==> src/rtl/kwu_regs.svh <==
// Purpose: Register map and constants of the key wakeup block
// Assumes: Included by the key wakeup top module
// Notes:   Byte address of a register is four times its index
`ifndef KWU_REGS_SVH
`define KWU_REGS_SVH

`define KWU_IDX_CTRL_LOW   12'hFC4
`define KWU_IDX_CTRL_HIGH  12'hFC5
`define KWU_IDX_PULLUP     12'hFC6
`define KWU_IDX_STATUS     12'hFC7
`define KWU_IDX_W          12
`define KWU_CTRL_RESET     8'h00
`define KWU_PULLUP_RESET   8'h00
`define KWU_PINS_PER_REG   4
`define KWU_EN_BIT         0
`define KWU_LVL_BIT        1
`define KWU_SYNC_RESET     9'h000
`define KWU_RESP_OKAY      2'h0
`define KWU_RESP_SLVERR    2'h2
`define KWU_STB_LANE       0

`endif

==> src/rtl/kwu_pkg.sv <==
// Purpose: Types shared by the key wakeup block
// Assumes: Constants come from kwu_regs.svh
// Notes:   One-hot state codes are written out
package kwu_pkg;

    typedef enum logic [1:0] {
        KWU_RUN  = 2'h1,
        KWU_HALT = 2'h2
    } kwu_state_t;

    // Snapshot of the block as software reads it
    typedef struct packed {
        logic       release_cond;
        logic       halted;
        logic       release_pin;
        logic [7:0] wake_pin;
    } kwu_status_t;

    // Halt side signals towards the clock controller
    typedef struct packed {
        logic release_req;
        logic halt_skip;
        logic halt_active;
    } kwu_halt_out_t;

endpackage

==> src/rtl/kwu_key_wakeup.sv <==
// Purpose: Key wakeup release logic with an AXI4-Lite register slave
// Assumes: Halt entry request comes from the system control block
// Notes:   Pins pass three flops; a change counts when stages 2 and 3 agree
`timescale 1ns/1ps
`include "kwu_regs.svh"

module kwu_key_wakeup #(
    parameter int NUM_PINS = 8,
    parameter int ADDR_W   = 16
) (
    input  wire logic                clock,
    input  wire logic                nrst,
    // AXI4-Lite slave
    input  wire logic [ADDR_W-1:0]   s_axi_awaddr,
    input  wire logic                s_axi_awvalid,
    output logic                     s_axi_awready,
    input  wire logic [31:0]         s_axi_wdata,
    input  wire logic [3:0]          s_axi_wstrb,
    input  wire logic                s_axi_wvalid,
    output logic                     s_axi_wready,
    output logic [1:0]               s_axi_bresp,
    output logic                     s_axi_bvalid,
    input  wire logic                s_axi_bready,
    input  wire logic [ADDR_W-1:0]   s_axi_araddr,
    input  wire logic                s_axi_arvalid,
    output logic                     s_axi_arready,
    output logic [31:0]              s_axi_rdata,
    output logic [1:0]               s_axi_rresp,
    output logic                     s_axi_rvalid,
    input  wire logic                s_axi_rready,
    // Pins
    input  wire logic                release_pin,
    input  wire logic [NUM_PINS-1:0] wake_pin,
    output logic [NUM_PINS-1:0]      wake_pin_pullup,
    // System control side
    input  wire logic                halt_enter,
    input  wire logic                release_mode_select,
    output kwu_pkg::kwu_halt_out_t   halt_out
);

    import kwu_pkg::*;

    localparam int SYNC_W = NUM_PINS + 1;

    // ------------------------------------------------------------
    // Registers and state
    // ------------------------------------------------------------
    logic [7:0]              wake_ctrl_pins_low_reg;
    logic [7:0]              wake_ctrl_pins_high_reg;
    logic [NUM_PINS-1:0]     port_pullup_control_reg;
    logic [SYNC_W-1:0]       sync1_reg;
    logic [SYNC_W-1:0]       sync2_reg;
    logic [SYNC_W-1:0]       sync3_reg;
    logic [SYNC_W-1:0]       pins_reg;
    logic                    release_pin_prev_reg;
    kwu_state_t              state_reg;
    kwu_halt_out_t           halt_out_reg;

    logic                    awready_reg;
    logic                    wready_reg;
    logic                    bvalid_reg;
    logic [1:0]              bresp_reg;
    logic                    arready_reg;
    logic                    rvalid_reg;
    logic [1:0]              rresp_reg;
    logic [31:0]             rdata_reg;
    logic [ADDR_W-1:0]       waddr_reg;
    logic [31:0]             wdata_reg;
    logic                    wstb_reg;

    // ------------------------------------------------------------
    // Combinational views
    // ------------------------------------------------------------
    logic [2*NUM_PINS-1:0]   ctrl_all;
    logic [NUM_PINS-1:0]     pin_enable;
    logic [NUM_PINS-1:0]     pin_level;
    logic [NUM_PINS-1:0]     key_hit;
    logic                    rel_pin_f;
    logic [NUM_PINS-1:0]     wake_f;
    logic                    level_release;
    logic                    edge_release;
    logic                    release_cond;
    kwu_status_t             status;
    logic                    do_write;
    logic                    aw_take;
    logic                    w_take;
    logic                    ar_take;

    assign ctrl_all  = (2*NUM_PINS)'({wake_ctrl_pins_high_reg,
                                      wake_ctrl_pins_low_reg});
    assign rel_pin_f = pins_reg[NUM_PINS];
    assign wake_f    = pins_reg[NUM_PINS-1:0];

    // Per pin fields: enable at the even bit, level at the odd bit
    genvar g;
    generate
        for (g = 0; g < NUM_PINS; g++) begin : g_pin
            assign pin_enable[g] = ctrl_all[2*g + `KWU_EN_BIT];
            assign pin_level[g]  = ctrl_all[2*g + `KWU_LVL_BIT];
            // Pin must equal its selected release level
            assign key_hit[g] = pin_enable[g]
                              & (wake_f[g] == pin_level[g]);
        end
    endgenerate

    // Release pin is never gated by any enable
    assign level_release = rel_pin_f | (|key_hit);
    // Edge mode: key pins sit at their level after entry, so only a
    // rising edge of the release pin can end the halt there
    assign edge_release  = rel_pin_f & ~release_pin_prev_reg;
    assign release_cond  = release_mode_select ? level_release
                                               : edge_release;

    assign status.release_cond = release_cond;
    assign status.halted       = (state_reg == KWU_HALT);
    assign status.release_pin  = rel_pin_f;
    assign status.wake_pin     = wake_f;

    assign aw_take  = s_axi_awvalid & awready_reg;
    assign w_take   = s_axi_wvalid & wready_reg;
    assign ar_take  = s_axi_arvalid & arready_reg;
    assign do_write = ~awready_reg & ~wready_reg & ~bvalid_reg;

    // ------------------------------------------------------------
    // Pin synchronisers
    // ------------------------------------------------------------
    // Pins come from outside, so three stages before use
    always_ff @(posedge clock or negedge nrst) begin
        if (!nrst) begin
            sync1_reg <= SYNC_W'(`KWU_SYNC_RESET);
            sync2_reg <= SYNC_W'(`KWU_SYNC_RESET);
            sync3_reg <= SYNC_W'(`KWU_SYNC_RESET);
        end else begin
            sync1_reg <= {release_pin, wake_pin};
            sync2_reg <= sync1_reg;
            sync3_reg <= sync2_reg;
        end
    end

    // A bit changes only where stages 2 and 3 agree, which rejects
    // single-cycle glitches at the cost of one more cycle of latency
    always_ff @(posedge clock or negedge nrst) begin
        if (!nrst) begin
            pins_reg <= SYNC_W'(`KWU_SYNC_RESET);
        end else begin
            pins_reg <= (sync2_reg & sync3_reg)
                      | (pins_reg & (sync2_reg | sync3_reg));
        end
    end

    always_ff @(posedge clock or negedge nrst) begin
        if (!nrst) begin
            release_pin_prev_reg <= 1'b0;
        end else begin
            release_pin_prev_reg <= rel_pin_f;
        end
    end

    // ------------------------------------------------------------
    // Halt sequencing
    // ------------------------------------------------------------
    // Release is judged on the running clock after the pin filter, so
    // a key must hold its level for two cycles before it is seen
    always_ff @(posedge clock or negedge nrst) begin
        if (!nrst) begin
            state_reg    <= KWU_RUN;
            halt_out_reg <= '0;
        end else begin
            halt_out_reg.release_req <= 1'b0;
            halt_out_reg.halt_skip   <= 1'b0;
            case (state_reg)
                KWU_RUN: begin
                    if (halt_enter) begin
                        if (release_cond) begin
                            // Already released: no halt, no warm-up
                            halt_out_reg.halt_skip <= 1'b1;
                        end else begin
                            state_reg                <= KWU_HALT;
                            halt_out_reg.halt_active <= 1'b1;
                        end
                    end
                end
                KWU_HALT: begin
                    if (release_cond) begin
                        state_reg                <= KWU_RUN;
                        halt_out_reg.halt_active <= 1'b0;
                        halt_out_reg.release_req <= 1'b1;
                    end
                end
                default: begin
                    state_reg                <= KWU_RUN;
                    halt_out_reg.halt_active <= 1'b0;
                end
            endcase
        end
    end

    // ------------------------------------------------------------
    // AXI4-Lite write channel
    // ------------------------------------------------------------
    // Address and data may arrive in either order; each is held
    // until both are present and the response is accepted
    // Only one write is open at a time: the next address waits for
    // the response handshake, which keeps the decode simple
    always_ff @(posedge clock or negedge nrst) begin
        if (!nrst) begin
            awready_reg <= 1'b1;
            waddr_reg   <= '0;
        end else if (aw_take) begin
            awready_reg <= 1'b0;
            waddr_reg   <= s_axi_awaddr;
        end else if (bvalid_reg && s_axi_bready) begin
            awready_reg <= 1'b1;
        end
    end

    always_ff @(posedge clock or negedge nrst) begin
        if (!nrst) begin
            wready_reg <= 1'b1;
            wdata_reg  <= '0;
            wstb_reg   <= 1'b0;
        end else if (w_take) begin
            wready_reg <= 1'b0;
            wdata_reg  <= s_axi_wdata;
            wstb_reg   <= s_axi_wstrb[`KWU_STB_LANE];
        end else if (bvalid_reg && s_axi_bready) begin
            wready_reg <= 1'b1;
        end
    end

    always_ff @(posedge clock or negedge nrst) begin
        if (!nrst) begin
            bvalid_reg <= 1'b0;
            bresp_reg  <= `KWU_RESP_OKAY;
        end else if (do_write) begin
            bvalid_reg <= 1'b1;
            bresp_reg  <= addr_hit(waddr_reg) ? `KWU_RESP_OKAY
                                              : `KWU_RESP_SLVERR;
        end else if (bvalid_reg && s_axi_bready) begin
            bvalid_reg <= 1'b0;
        end
    end

    // Control registers; lane 0 carries the 8-bit fields
    always_ff @(posedge clock or negedge nrst) begin
        if (!nrst) begin
            wake_ctrl_pins_low_reg  <= `KWU_CTRL_RESET;
            wake_ctrl_pins_high_reg <= `KWU_CTRL_RESET;
        end else if (do_write && wstb_reg) begin
            if (addr_is(waddr_reg, `KWU_IDX_CTRL_LOW)) begin
                wake_ctrl_pins_low_reg <= wdata_reg[7:0];
            end
            if (addr_is(waddr_reg, `KWU_IDX_CTRL_HIGH)) begin
                wake_ctrl_pins_high_reg <= wdata_reg[7:0];
            end
        end
    end

    always_ff @(posedge clock or negedge nrst) begin
        if (!nrst) begin
            port_pullup_control_reg <= NUM_PINS'(`KWU_PULLUP_RESET);
        end else if (do_write && wstb_reg
                     && addr_is(waddr_reg, `KWU_IDX_PULLUP)) begin
            port_pullup_control_reg <= wdata_reg[NUM_PINS-1:0];
        end
    end

    // ------------------------------------------------------------
    // AXI4-Lite read channel
    // ------------------------------------------------------------
    // Data is captured at the address edge so it stands unchanged
    // while rvalid waits for rready
    always_ff @(posedge clock or negedge nrst) begin
        if (!nrst) begin
            arready_reg <= 1'b1;
            rvalid_reg  <= 1'b0;
            rresp_reg   <= `KWU_RESP_OKAY;
            rdata_reg   <= '0;
        end else if (ar_take) begin
            arready_reg <= 1'b0;
            rvalid_reg  <= 1'b1;
            rresp_reg   <= addr_hit(s_axi_araddr) ? `KWU_RESP_OKAY
                                                  : `KWU_RESP_SLVERR;
            rdata_reg   <= read_mux(s_axi_araddr);
        end else if (rvalid_reg && s_axi_rready) begin
            arready_reg <= 1'b1;
            rvalid_reg  <= 1'b0;
        end
    end

    // ------------------------------------------------------------
    // Decode helpers
    // ------------------------------------------------------------
    // Index times four gives the byte address of each word
    // Status word is read only: a write to it is answered OKAY and
    // changes nothing
    function automatic logic addr_is(input logic [ADDR_W-1:0] a,
                                     input logic [`KWU_IDX_W-1:0] idx);
        logic [ADDR_W-1:0] byte_addr;
        byte_addr = ADDR_W'({idx, 2'b00});
        return a == byte_addr;
    endfunction

    function automatic logic addr_hit(input logic [ADDR_W-1:0] a);
        return addr_is(a, `KWU_IDX_CTRL_LOW)
             | addr_is(a, `KWU_IDX_CTRL_HIGH)
             | addr_is(a, `KWU_IDX_PULLUP)
             | addr_is(a, `KWU_IDX_STATUS);
    endfunction

    // Unused upper bits read as zero; unmapped words read zero
    function automatic logic [31:0] read_mux(input logic [ADDR_W-1:0] a);
        logic [31:0] d;
        d = '0;
        if (addr_is(a, `KWU_IDX_CTRL_LOW)) begin
            d = 32'(wake_ctrl_pins_low_reg);
        end
        if (addr_is(a, `KWU_IDX_CTRL_HIGH)) begin
            d = 32'(wake_ctrl_pins_high_reg);
        end
        if (addr_is(a, `KWU_IDX_PULLUP)) begin
            d = 32'(port_pullup_control_reg);
        end
        if (addr_is(a, `KWU_IDX_STATUS)) begin
            d = 32'(status);
        end
        return d;
    endfunction

    // ------------------------------------------------------------
    // Outputs
    // ------------------------------------------------------------
    // Every output comes straight from its register
    assign s_axi_awready   = awready_reg;
    assign s_axi_wready    = wready_reg;
    assign s_axi_bvalid    = bvalid_reg;
    assign s_axi_bresp     = bresp_reg;
    assign s_axi_arready   = arready_reg;
    assign s_axi_rvalid    = rvalid_reg;
    assign s_axi_rresp     = rresp_reg;
    assign s_axi_rdata     = rdata_reg;
    assign wake_pin_pullup = port_pullup_control_reg;
    assign halt_out        = halt_out_reg;

endmodule // kwu_key_wakeup

==> config.mk <==
export PLATFORM = sky130hd
export DESIGN_NAME = kwu_key_wakeup
export DESIGN_NICKNAME = d
export VERILOG_FILES = /design/src/rtl/kwu_pkg.sv /design/src/rtl/kwu_key_wakeup.sv
export VERILOG_INCLUDE_DIRS = /design/src /design/src/rtl
export SDC_FILE = /design/constraint.sdc
export NUM_CORES = 1
export LEC_CHECK = 0
export BUFFER_PORTS_ARGS = -buffer_cell sky130_fd_sc_hd__buf_2
export CORE_MARGIN = 1.5
export CORE_UTILIZATION = 51
export DETAILED_ROUTE_END_ITERATION = 12
export GPL_TIMING_DRIVEN = 0
export PLACE_DENSITY = 0.8
export SLEW_MARGIN = 30
export SYNTH_ARGS = -nofsm -noshare
export SYNTH_HDL_FRONTEND = slang
export SYNTH_SLANG_ARGS = --single-unit
==> constraint.sdc <==
create_clock -name clock -period 2.35 [get_ports clock]
set_input_delay 0.1175 -clock clock [delete_from_list [all_inputs] [get_ports clock]]
set_output_delay 0.1175 -clock clock [all_outputs]
set_load 0.01 [all_outputs]
==> flow_summary.toml <==
[run_status]
status = "finished clean"

[critical_path]
path_cells = "nor3_1 > and2_1 > nand3_4 > nor3b_4 > mux2_2"
slowest_stage = "nor3b_4"
cp.required_ns = 2.59
crit_type = "reg -> reg"
max_stage_delay_ns = 0.49
crit_family = "simple AND/OR/NAND/NOR gates"
critPathLaunchType = "flop"
setup.worst_path.end_class = "flop"
critPathBufInv = 0
worstPathArrival_ns = 2.45
worstPathMaxFanout = 8

[detailed_routing]
num_vias = 2832
drt-total-wl_um = 8670
dr.pass1.iters = 4
drc = 0
avgViaCountPerCell = 4.89
dr.first_iter.drc_count = 159
ant_nets = 0
wl_per_cell_um = 15.0

[logic_synthesis]
synthFlopType = "dfrtp_1"
syn_area_mm2 = 0.00441
async_flop_share_pct = 100
ys_types = 41
synth-seq-cells = 109
syn-instance-count = 308
synth_edf_count = 0
ys_seq_area_share_pct = 62.0
synth_warnings = 0
synth_area_per_cell_um2 = 14.3

[global_routing]
grt_start_max_net_pins = 75
grt_pass1_vias = 2999
grtUsageTotal_pct = 20.3
overflow = 0
grt_pass1_wl_um = 13900
antenna_found_initial = 0

[clock_tree]
cts_buffers = 9
postCtsHoldBufs = 40
clock-sinks = 109
postCtsSetupBuffers = 0
clkLatencyLatePin_ns = 0.37
clk_pin_slew_ns = 0.10
cts_max_level = 3
cts_resized = 0
cts_tree = "yes"
cts_max_path_buffers = 2
root_buffer = "clkbuf_8"

[power_and_ir_drop]
cellPowerDensity_mw_per_mm2 = 770
p_leak_nw = 2.75
vdd_drop_max_mv = 0.578

[finish]
final_nets = 555
nFillCells = 630
postLayoutCoreUtil_pct = 68.6
drive_above_1_share_pct = 41.1
final_cells = 579
largest_reg_flops = 16
syn_to_final_growth_pct = 29.2
diodes = 0

[sta]
post-route-period-util_pct = 94.0
finalSetupViolations = 0
hold_viol_final = 0
layout_min_cycle_time_ns = 2.21
worst_pin_slew_ns = 0.576
clock.fmax_ghz = 0.453
grt_setup_unrepaired = "no"
drv_slew = 0
setup_ws_ns = 0.142
slew_headroom_pct = 61.2
fin_setup_tns_ns = 0
clock_skew_ns = 0.0160

[floorplanning]
die_h_um = 96.0
core_area_mm2 = 0.00830
die_w_um = 96.0
io_pins = 138
rows = 33
start_util_pct = 53.1
die-area_mm2 = 0.00921

[placement]
place_inst = 523
hpwl_um = 5780
place.gp.congestion = 0.751
port_buffers = 87
pre_cts_ws_ns = 0.215

[flow_run]
drv_cap = 0

[worst_hold_path]
hp-class = "in -> reg"
-- power breakdown --
group | total (W) | switching (W) | internal [W]
logic | 0.000774 | 0.000304 | 0.000470
registers | 0.00246 | 0.000258 | 0.00220
clock network | 0.00115 | 0.000644 | 0.000510
total | 0.00439 | 0.00121 | 0.00318
-- synth_stat cells, types with 3 or more instances --
cell	instances	share of area [%]
nand2b_1	7	0.99
xnor2_1	8	1.6
inv_1	7	0.60
mux4_2	6	3.1
maj3_1	9	2.0
a22oi_1	3	0.51
nor4bb_1	3	0.68
nand2_1	22	1.9
nor2_1	6	0.51
clkbuf_1	4	0.34
a21oi_1	4	0.45
o31ai_1	4	0.68
dfstp_2	4	2.4
mux2_2	50	13
buf_4	23	3.9
o21ai_0	9	1.0
mux2i_1	3	0.68
dfrtp_1	105	60
-- path summary, 6_finish.rpt --
path	to	start	depth (start not counted)	slack, ns
worst max-delay path	wake_pin_pullup[3]$_DFFE_PN0P_	s_axi_awready$_DFFE_PN1P_	5	0.14
worst min-delay path	wdata_reg[3]$_DFFE_PN0P_	s_axi_wdata[3]	2	0.02
worst max register to register	wake_pin_pullup[3]$_DFFE_PN0P_	s_axi_awready$_DFFE_PN1P_	5	0.14
worst min register to register	sync2_reg[6]$_DFF_PN0_	sync1_reg[6]$_DFF_PN0_	0	0.36
max in group asynchronous	s_axi_wready$_DFFE_PN1P_	nrst	3	1.44
min in group asynchronous	s_axi_rdata[4]$_DFFE_PN0P_	nrst	2	0.21
-- cells by family (layout without fill, tap and decap cells) --
| family | Yosys count | after routing | synth area share [%] |
|---|---|---|---|
| other cells | 1 | 23 | 0.0851 |
| mux | 59 | 59 | 16.5 |
| flops | 109 | 109 | 62.0 |
| compound gates | 31 | 31 | 4.97 |
| buf+inv | 36 | 180 | 5.05 |
| fa+ha+maj | 9 | 9 | 2.04 |
| xor+xnor | 8 | 8 | 1.59 |
| simple gates | 55 | 55 | 7.75 |
-- per-stage QoR --
step / hold slack, ns / instance area, µm² / power (W)
3_3_place_gp: 0.225 / 5060 / 0.00313
2_1_floorplan: -0.178 / 4490 / 0.00292
4_1_cts: 0.00156 / 5700 / 0.00439
3_5_place_dp: 0.0296 / 5090 / 0.00319
6_report: 0.0225 / 5700 / 0.00439
5_1_grt: 0.00779 / 5700 / 0.00462
-- final cells by class --
cell class              count  area [µm²]  share of cell area (%)
multi-input cells         185        1540                    26.9
flip-flops and latches    109        2730                    48.0
repair buffers            128         870                    15.3
clock buffers               9         124                    2.17
clock inverters             7        81.3                    1.43
plain buffers              29         196                    3.45
inverters                   7        26.3                   0.461
well taps                 105         131                    2.31
-- layer usage --
| metal | routed length, µm | share of wire [%] | GRT usage [%] |
|---|---|---|---|
| met1 | 3570 | 41 | 24.2 |
| met2 | 4480 | 52 | 36.0 |
| met3 | 414 | 4.8 | 3.71 |
| met4 | 194 | 2.2 | 8.70 |
| met5 | 0 | 0 | 0 |
-- placed cells by master, fill, tap and decap left out, drive strengths merged, types with 4 or more instances in the layout --
master and instances:
nand2b 7, o21ai 9, a21oi 4, inv 10, nand2 22, dfstp 4, buf 113, conb 23
mux2 50, xnor2 8, clkbuf 13, o31ai 4, nor2 6, mux4 6, maj3 9, dlygate4sd3 40
dfrtp 105
Power figures use the tool's default switching activity.
